===== config.mk =====
export PLATFORM = sky130hd
export DESIGN_NAME = odcr_regs
export DESIGN_NICKNAME = d
export VERILOG_FILES = /design/src/odcr_pkg.sv /design/src/odcr_regs.sv
export SDC_FILE = /design/constraint.sdc
export NUM_CORES = 1
export LEC_CHECK = 0
export BUFFER_PORTS_ARGS = -buffer_cell sky130_fd_sc_hd__buf_2
export CAP_MARGIN = 20
export CORE_ASPECT_RATIO = 0.75
export CORE_MARGIN = 4
export CORE_UTILIZATION = 42
export DETAILED_ROUTE_END_ITERATION = 7
export GPL_ROUTABILITY_DRIVEN = 0
export PLACE_DENSITY = 0.77
export SLEW_MARGIN = 20
export SYNTH_ARGS = -nofsm -noshare
export SYNTH_HDL_FRONTEND = slang
export SYNTH_SLANG_ARGS = --single-unit

===== constraint.sdc =====
create_clock -name pclk -period 1.65 [get_ports pclk]
set_clock_uncertainty 0.15 [all_clocks]
set_input_delay 0.33 -clock pclk [delete_from_list [all_inputs] [get_ports pclk]]
set_output_delay 0.33 -clock pclk [all_outputs]
set_load 0.005 [all_outputs]

===== src/odcr_pkg.sv =====
`default_nettype none

// Shared constants and carriers of the second output's fast-rate driver controls.
package odcr_pkg;

  ////////////////////////////////////////////////////////////////////////////////
  // Register indices; the byte address is four times the index.
  localparam logic [7:0]  IDX_EMPHASIS  = 8'h2c; // Fast-rate emphasis configuration.
  localparam logic [7:0]  IDX_SWING     = 8'h2d; // Fast-rate swing configuration.
  localparam logic [7:0]  IDX_SLEW_CTRL = 8'h30; // Slew selection control and status.
  localparam logic [1:0]  WORD_LSB      = 2'h0;  // Low address bits of an aligned word.

  ////////////////////////////////////////////////////////////////////////////////
  // Reset values of the two stored configuration words, reserved bits included, and of the slew control.
  localparam logic [15:0] RST_EMPHASIS  = 16'h0805; // Pulse length 8, on, level 5.
  localparam logic [15:0] RST_SWING     = 16'h1980; // Swing 0x19, reserved low byte 0x80.
  localparam logic [2:0]  RST_SLEW_CTRL = 3'h0;     // Manual mode, bypass slew.

  ////////////////////////////////////////////////////////////////////////////////
  // Field positions inside the configuration words.
  localparam int PULSE_LSB = 8;  // Emphasis pulse length, bits 12:8.
  localparam int PULSE_MSB = 12;
  localparam int OFF_BIT   = 6;  // Emphasis driver power down, bit 6.
  localparam int LEVEL_LSB = 0;  // Emphasis level, bits 5:0.
  localparam int LEVEL_MSB = 5;
  localparam int SWING_LSB = 8;  // Swing level, bits 13:8.
  localparam int SWING_MSB = 13;

  // Field positions inside the slew control word.
  localparam int AUTO_BIT       = 0;  // Automatic slew selection enable.
  localparam int MAN_SLEW_LSB   = 1;  // Manual slew code, bits 2:1.
  localparam int MAN_SLEW_MSB   = 2;
  localparam int LOCK_BIT       = 4;  // Recovery loop lock, read only.
  localparam int RATE_LSB       = 5;  // Locked rate, read only, bits 6:5.
  localparam int RATE_MSB       = 6;
  localparam int EFF_SLEW_LSB   = 8;  // Slew now applied, read only, bits 9:8.
  localparam int EFF_SLEW_MSB   = 9;

  ////////////////////////////////////////////////////////////////////////////////
  // Rates at which the recovery loop can lock.
  typedef enum logic [1:0] {
    RATE_MADI,
    RATE_SD,
    RATE_HD,
    RATE_3G
  } odcr_rate_t;

  // Slew settings of the output driver.
  typedef enum logic [1:0] {
    SLEW_BYPASS,
    SLEW_SLOW,
    SLEW_FAST
  } odcr_slew_t;

  // Controls carried to the analog driver of the second serial output.
  typedef struct packed {
    logic [4:0] second_out_fast_emphasis_pulse_len; // Emphasis pulse width code.
    logic       second_out_fast_emphasis_off;       // High powers emphasis down.
    logic [5:0] second_out_fast_emphasis_level;     // Emphasis amplitude code.
    logic [5:0] second_out_fast_swing_level;        // Swing code, ~26 mVpp steps.
    odcr_slew_t slew;                               // Slew applied to the output.
  } odcr_drive_t;

endpackage : odcr_pkg

`default_nettype wire


===== src/odcr_regs.sv =====
`default_nettype none

module odcr_regs #(
  parameter int ADDR_W = 12 // Width of the APB byte address.
) (
  input  wire logic                 pclk,      // Bus clock, 200 MHz.
  input  wire logic                 presetn,   // Asynchronous reset, active low.
  input  wire logic                 pclk_en,   // Clock enable; low freezes all state.
  input  wire logic                 psel,      // APB select.
  input  wire logic                 penable,   // APB access phase.
  input  wire logic                 pwrite,    // APB direction, high for write.
  input  wire logic [ADDR_W-1:0]    paddr,     // APB byte address.
  input  wire logic [31:0]          pwdata,    // APB write data.
  input  wire logic [3:0]           pstrb,     // APB write byte strobes.
  output var  logic [31:0]          prdata,    // APB read data.
  output var  logic                 pready,    // APB ready, one access cycle.
  output var  logic                 pslverr,   // APB error for unmapped address.
  input  wire logic                 cdr_locked, // Recovery loop is locked.
  input  wire odcr_pkg::odcr_rate_t cdr_rate,  // Rate of the locked loop.
  output var  odcr_pkg::odcr_drive_t drive     // Controls of the output driver.
);

  ////////////////////////////////////////////////////////////////////////////////
  // Helpers.

  // Merge the two low byte lanes of a write into a stored word.
  function automatic logic [15:0] merge_lanes(input logic [15:0] old_word,
                                              input logic [31:0] wdata,
                                              input logic [3:0]  strb);
    logic [15:0] word;
    word = old_word;
    if (strb[0]) begin
      word[7:0] = wdata[7:0];
    end
    if (strb[1]) begin
      word[15:8] = wdata[15:8];
    end
    return word;
  endfunction : merge_lanes

  // Map the locked rate onto a slew: slow for the low rates, fast for HD and 3G.
  function automatic odcr_pkg::odcr_slew_t rate_to_slew(input odcr_pkg::odcr_rate_t rate);
    odcr_pkg::odcr_slew_t s;
    s = odcr_pkg::SLEW_SLOW;
    case (rate)
      odcr_pkg::RATE_HD: s = odcr_pkg::SLEW_FAST;
      odcr_pkg::RATE_3G: s = odcr_pkg::SLEW_FAST;
      default:           s = odcr_pkg::SLEW_SLOW;
    endcase
    return s;
  endfunction : rate_to_slew

  // Decode a manual slew code; the unused code falls back to bypass.
  function automatic odcr_pkg::odcr_slew_t code_to_slew(input logic [1:0] code);
    odcr_pkg::odcr_slew_t s;
    s = odcr_pkg::SLEW_BYPASS;
    case (code)
      2'h1:    s = odcr_pkg::SLEW_SLOW;
      2'h2:    s = odcr_pkg::SLEW_FAST;
      default: s = odcr_pkg::SLEW_BYPASS;
    endcase
    return s;
  endfunction : code_to_slew

  ////////////////////////////////////////////////////////////////////////////////
  // Storage.

  logic [15:0] emphasis_word; // Whole emphasis word, reserved bits kept as written.
  logic [15:0] swing_word;    // Whole swing word, reserved bits kept as written.
  logic [2:0]  slew_ctrl;     // Automatic enable and manual slew code.

  ////////////////////////////////////////////////////////////////////////////////
  // Address decode and bus phases.

  localparam logic [ADDR_W-1:0] ADDR_EMPHASIS =
    ADDR_W'({odcr_pkg::IDX_EMPHASIS, odcr_pkg::WORD_LSB});  // Emphasis byte address.
  localparam logic [ADDR_W-1:0] ADDR_SWING =
    ADDR_W'({odcr_pkg::IDX_SWING, odcr_pkg::WORD_LSB});     // Swing byte address.
  localparam logic [ADDR_W-1:0] ADDR_SLEW_CTRL =
    ADDR_W'({odcr_pkg::IDX_SLEW_CTRL, odcr_pkg::WORD_LSB}); // Slew control address.

  wire logic hit_emphasis = (paddr == ADDR_EMPHASIS);  // Emphasis word addressed.
  wire logic hit_swing    = (paddr == ADDR_SWING);     // Swing word addressed.
  wire logic hit_ctrl     = (paddr == ADDR_SLEW_CTRL); // Slew control addressed.
  wire logic hit_any      = hit_emphasis | hit_swing | hit_ctrl; // Mapped address.

  // Setup phase: the answer is prepared so that the first access cycle completes.
  wire logic setup_phase  = psel & ~penable;
  // Completing access: the only edge at which a write takes effect.
  wire logic access_done  = psel & penable & pready;
  wire logic write_commit = access_done & pwrite & hit_any;

  ////////////////////////////////////////////////////////////////////////////////
  // Next values of the stored words.

  wire logic [15:0] next_emphasis = (write_commit & hit_emphasis) ?
                                    merge_lanes(emphasis_word, pwdata, pstrb) :
                                    emphasis_word;
  wire logic [15:0] next_swing    = (write_commit & hit_swing) ?
                                    merge_lanes(swing_word, pwdata, pstrb) :
                                    swing_word;
  wire logic        ctrl_lane0    = write_commit & hit_ctrl & pstrb[0];
  wire logic [2:0]  next_slew_ctrl = ctrl_lane0 ?
                                     pwdata[odcr_pkg::MAN_SLEW_MSB:odcr_pkg::AUTO_BIT] :
                                     slew_ctrl;

  // Slew selection: in automatic mode the locked rate decides, unlocked means bypass.
  wire odcr_pkg::odcr_slew_t auto_slew   = cdr_locked ? rate_to_slew(cdr_rate) :
                                           odcr_pkg::SLEW_BYPASS;
  wire odcr_pkg::odcr_slew_t manual_slew =
    code_to_slew(next_slew_ctrl[odcr_pkg::MAN_SLEW_MSB:odcr_pkg::MAN_SLEW_LSB]);
  wire odcr_pkg::odcr_slew_t next_slew   = next_slew_ctrl[odcr_pkg::AUTO_BIT] ?
                                           auto_slew : manual_slew;

  // Status view of the slew control word.
  wire logic [31:0] ctrl_view = {22'h0, drive.slew, 1'b0, cdr_rate, cdr_locked,
                                 1'b0, slew_ctrl};

  // Read multiplexer; bits above the 16-bit words read as zero.
  wire logic [31:0] next_rdata = hit_emphasis ? {16'h0, emphasis_word} :
                                 hit_swing    ? {16'h0, swing_word} :
                                 hit_ctrl     ? ctrl_view : 32'h0;

  ////////////////////////////////////////////////////////////////////////////////
  // Configuration storage; reserved bits of the emphasis and swing words are stored so software can restore them.
  always_ff @(posedge pclk or negedge presetn) begin
    if (!presetn) begin
      emphasis_word <= odcr_pkg::RST_EMPHASIS;
      swing_word    <= odcr_pkg::RST_SWING;
      slew_ctrl     <= odcr_pkg::RST_SLEW_CTRL;
    end else if (pclk_en) begin
      emphasis_word <= next_emphasis;
      swing_word    <= next_swing;
      slew_ctrl     <= next_slew_ctrl;
    end
  end

  ////////////////////////////////////////////////////////////////////////////////
  // Bus answer: ready for exactly the first access cycle, data latched at setup.
  always_ff @(posedge pclk or negedge presetn) begin
    if (!presetn) begin
      pready  <= 1'b0;
      pslverr <= 1'b0;
      prdata  <= 32'h0;
    end else if (pclk_en) begin
      pready  <= setup_phase;
      pslverr <= setup_phase & ~hit_any;
      if (setup_phase) begin
        prdata <= pwrite ? 32'h0 : next_rdata;
      end
    end
  end

  ////////////////////////////////////////////////////////////////////////////////
  // Driver controls come from flops loaded with the post-write value, so a new
  // field reaches the driver on the same edge that completes the write.
  always_ff @(posedge pclk or negedge presetn) begin
    if (!presetn) begin
      drive <= '{
        second_out_fast_emphasis_pulse_len:
          odcr_pkg::RST_EMPHASIS[odcr_pkg::PULSE_MSB:odcr_pkg::PULSE_LSB],
        second_out_fast_emphasis_off: odcr_pkg::RST_EMPHASIS[odcr_pkg::OFF_BIT],
        second_out_fast_emphasis_level:
          odcr_pkg::RST_EMPHASIS[odcr_pkg::LEVEL_MSB:odcr_pkg::LEVEL_LSB],
        second_out_fast_swing_level:
          odcr_pkg::RST_SWING[odcr_pkg::SWING_MSB:odcr_pkg::SWING_LSB],
        slew: odcr_pkg::SLEW_BYPASS
      };
    end else if (pclk_en) begin
      drive.second_out_fast_emphasis_pulse_len <=
        next_emphasis[odcr_pkg::PULSE_MSB:odcr_pkg::PULSE_LSB];
      drive.second_out_fast_emphasis_off <= next_emphasis[odcr_pkg::OFF_BIT];
      drive.second_out_fast_emphasis_level <=
        next_emphasis[odcr_pkg::LEVEL_MSB:odcr_pkg::LEVEL_LSB];
      drive.second_out_fast_swing_level <=
        next_swing[odcr_pkg::SWING_MSB:odcr_pkg::SWING_LSB];
      drive.slew <= next_slew;
    end
  end
endmodule : odcr_regs

`default_nettype wire


==> flow_summary.rst <==
.. list-table::
   :header-rows: 1

   * - Metric
     - Value
   * - Vias per Instance
     - a little over 5
   * - Average wire length per cell after detail routing
     - 17.2 um
   * - Launch instance of the worst register-to-register path
     - pready
   * - Clk buf depth
     - 2
   * - Cell chain of the critical path
     - buf_6 -> or4b_4 -> nor3_4 -> and3_4 -> mux2_4
   * - Worst reg-to-reg path cell count
     - 4
   * - Classification of the worst setup path
     - input port to register
   * - Final Cycle Share
     - 1.12
   * - Peak clock frequency supported by timing
     - about 0.54 GHz
   * - Clock tree root driver cell
     - sky130_fd_sc_hd__clkbuf_8
   * - Horiz. Die Dim
     - roughly 100 um
   * - Worst endpoint data arrival time
     - 1.89 ns
   * - Synth warn
     - 0
   * - Final setup violation count
     - 48
   * - Core Footprint
     - ~0.0064 mm2
   * - First-pass iteration count of the detailed router
     - 4
   * - Starting density of the core
     - 0.437
   * - Share of flip-flops with an asynchronous set or reset after synthesis
     - 1.00
   * - Register-to-register setup slack
     - -0.08 ns
   * - Sort of element at the end of the critical path
     - register
   * - TritonCTS clock tree
     - built
   * - Number of remaining DRC errors
     - 0
   * - Cell count after synthesis
     - 239
   * - Number of rows created at floorplan
     - 25
   * - Number of buffers created by CTS
     - 5
   * - Total count of max-transition violations in the final report
     - 0
   * - Diodes inserted
     - 0
   * - Overall die area
     - 0.00802 mm2
   * - Min-Delay Startpoint
     - pwdata[14]
   * - Violations in the final reports
     - negative setup slack
   * - P&R area growth vs syn
     - 27.2%
   * - Main flop type after synthesis
     - sky130_fd_sc_hd__dfrtp_1
   * - CP max stage cell
     - sky130_fd_sc_hd__or4b_4
   * - Total vias in the final route
     - 2039
   * - Required time of the critical path
     - 1.69 ns
   * - Vias in the first global route
     - approximately 2200
   * - Input/output buffers
     - 76
   * - Post-route minimum period
     - between 1.5 and 2 ns
   * - Cell family with the largest share of critical-path delay
     - simple AND/OR/NAND/NOR gates
   * - Number of clock sinks
     - between 50 and 60
   * - Global-route usage over all layers
     - 0.174
   * - Layout Utilization
     - 0.556
   * - Worst IR Drop VDD
     - between 300 and 400 uV
   * - Power density of the placed cells
     - 666 mW/mm2
   * - Number of flops mapped to enable cells by yosys
     - 0
   * - Kind of start point of the critical path
     - input port
   * - Flop and latch count out of synthesis
     - 55
   * - Net count reported at finish
     - between 300 and 400
   * - Part of the Yosys area used for sequential elements
     - 0.496
   * - Number of placed instances, taps included
     - 393
   * - Slowest cell delay on critical path
     - 0.61 ns
   * - Residual overflow from global routing
     - 0
   * - Largest net degree at the start of global routing
     - 23
   * - Path category of the worst min-delay check
     - input port to register
   * - Number of standard cells in the layout, taps in and fillers out
     - 400
   * - Biggest fanout along the worst timing path
     - 8
   * - MaxCap Viol Count
     - 0
   * - Outcome
     - complete, but fails checks
   * - Number of levels in the clock H-tree
     - 2
   * - Clk Latency, worst-skew pair
     - approximately 0.31 ns
   * - Drt total wl
     - just under 7000 um
   * - Total count of hold-check failures in the final report
     - 0
   * - Sum of buffers and inverters on the critical path
     - 1
   * - Placed standard-cell area
     - 0.00330 mm2
   * - Netlist Area Pre-Place
     - roughly 0.0028 mm2
   * - Die height
     - 78.6 um
   * - Static power due to leakage
     - roughly 1.9 nW
   * - Count of cell types in the netlist
     - 40
   * - Register clock-pin slew on the reported worst setup and hold paths
     - 0.12 ns
   * - Capturing point of the worst reg2reg path
     - swing_word[9]
   * - Final instance area
     - 0.00355 mm2
   * - Initial DRC count
     - 88
   * - Setup repair after global routing missed its margin
     - yes
   * - Dpl hpwl
     - roughly 5200 um
   * - Fillers
     - 536
   * - Hold worst-path end
     - swing_word[14]
   * - Hold depth
     - 2
   * - Remaining antenna violation count
     - 0
   * - Wire length of the first global-routing pass
     - 10900 um
   * - Ratio of cells with drive above 1 in the final layout
     - 0.545
   * - Worst Slack Setup Final
     - -0.198 ns
   * - Number of antenna violations at the first check in global routing
     - 0
   * - I/O pins
     - 111
   * - Average cell area after synthesis
     - 11.7 um2
   * - Total Power
     - 2.36 mW
## how the worst max path moves through the flow
stage,from,cells past startpoint,end
after global placement,paddr[3],6,swing_word[13]
after global routing,paddr[3],5,swing_word[1]
after detailed placement,paddr[3],6,swing_word[3]
after floorplan,paddr[11],6,swing_word[0]
after CTS,paddr[0],5,swing_word[2]
final,paddr[3],5,swing_word[2]
## cell families after synthesis
family | count (synthesis) | synth area share
flops | 55 | 0.496
simple gates | 49 | 0.105
mux | 48 | 0.188
buf+inv | 48 | 0.116
compound gates | 38 | 0.0937
other cells | 1 | 0.00134
## per-layer routing
metal,GRT usage,part of all wire,vias up
li1,-,-,961
met1,0.241,0.44,1010
met2,0.287,0.50,64
met3,0.0320,0.057,4
met4,0.0354,0.0083,0
met5,0,0,-
## registers in the layout (all words and copies together), names as in the netlist
name           flops
slew_ctrl          3
emphasis_word     16
drive              2
swing_word        16
pslverr            1
pready             1
prdata            16
## synthesized netlist by cell type (all sizes together) (2+ instances only)
cell type	n	area share
dfrtp	48	0.43
buf	41	0.11
mux2	35	0.14
nand2	19	0.027
mux2i	13	0.047
o21ai	13	0.023
dfstp	7	0.066
o2bb2ai	6	0.019
a21oi	5	0.0090
a22o	5	0.016
nor3	5	0.0090
inv	4	0.0054
nor2	4	0.0054
nor3b	4	0.011
clkbuf	3	0.0040
a211o	2	0.0063
a31o	2	0.0063
and3	2	0.0045
nand3	2	0.0036
nand3b	2	0.0054
nand4	2	0.0045
or4	2	0.0067
## layout make-up
class,count,area (um2),share of cell area
sequential,55,1390,0.390
tap,81,101,0.0286
timing repair buffer,101,623,0.176
clock buffer,5,68.8,0.0194
clock inverter,3,31.3,0.00881
multi-input combinational,151,1330,0.373
inverter,4,15.0,0.00423
## cell usage in the layout, fill, tap and decap left out, drive strengths merged, types with 4 or more instances in the layout
cell and n:
o2bb2ai 6, a21oi 5, buf 100, mux2 35
nor3 5, o21ai 13, inv 6, conb 16
nor3b 4, clkbuf 5, mux2i 13, dfrtp 48
dfstp 7, nand2 19, nor2 4, a22o 5
## what timing repair did
action | 4_1_cts | 5_1_grt
resized for setup | 18 | 21
hold buffers | 1 | 0
setup buffers | 0 | 0
pin swaps | 4 | 12
setup endpoints to repair | 48 | 54
endpoints found under the hold margin | 10 | 0
## where the power goes
part           internal, mW  total [mW]  leakage, nW  switching, mW
clock                 0.324       0.798       0.0522          0.475
combinational        0.0908       0.209         1.07          0.118
sequential             1.35        1.36        0.741        0.00301
## through the flow
step | hold slack [ns] | worst slack (ns) | TNS [ns]
5_1_grt | 0.0885 | -0.227 | -9.60
4_1_cts | 0.0982 | -0.195 | -6.67
3_3_place_gp | 0.125 | -0.509 | -23.91
2_1_floorplan | -0.116 | -0.366 | -15.06
6_report | 0.103 | -0.198 | -7.40
3_5_place_dp | 0.127 | -0.572 | -25.68
No activity file was read; power rests on OpenSTA's default activity.
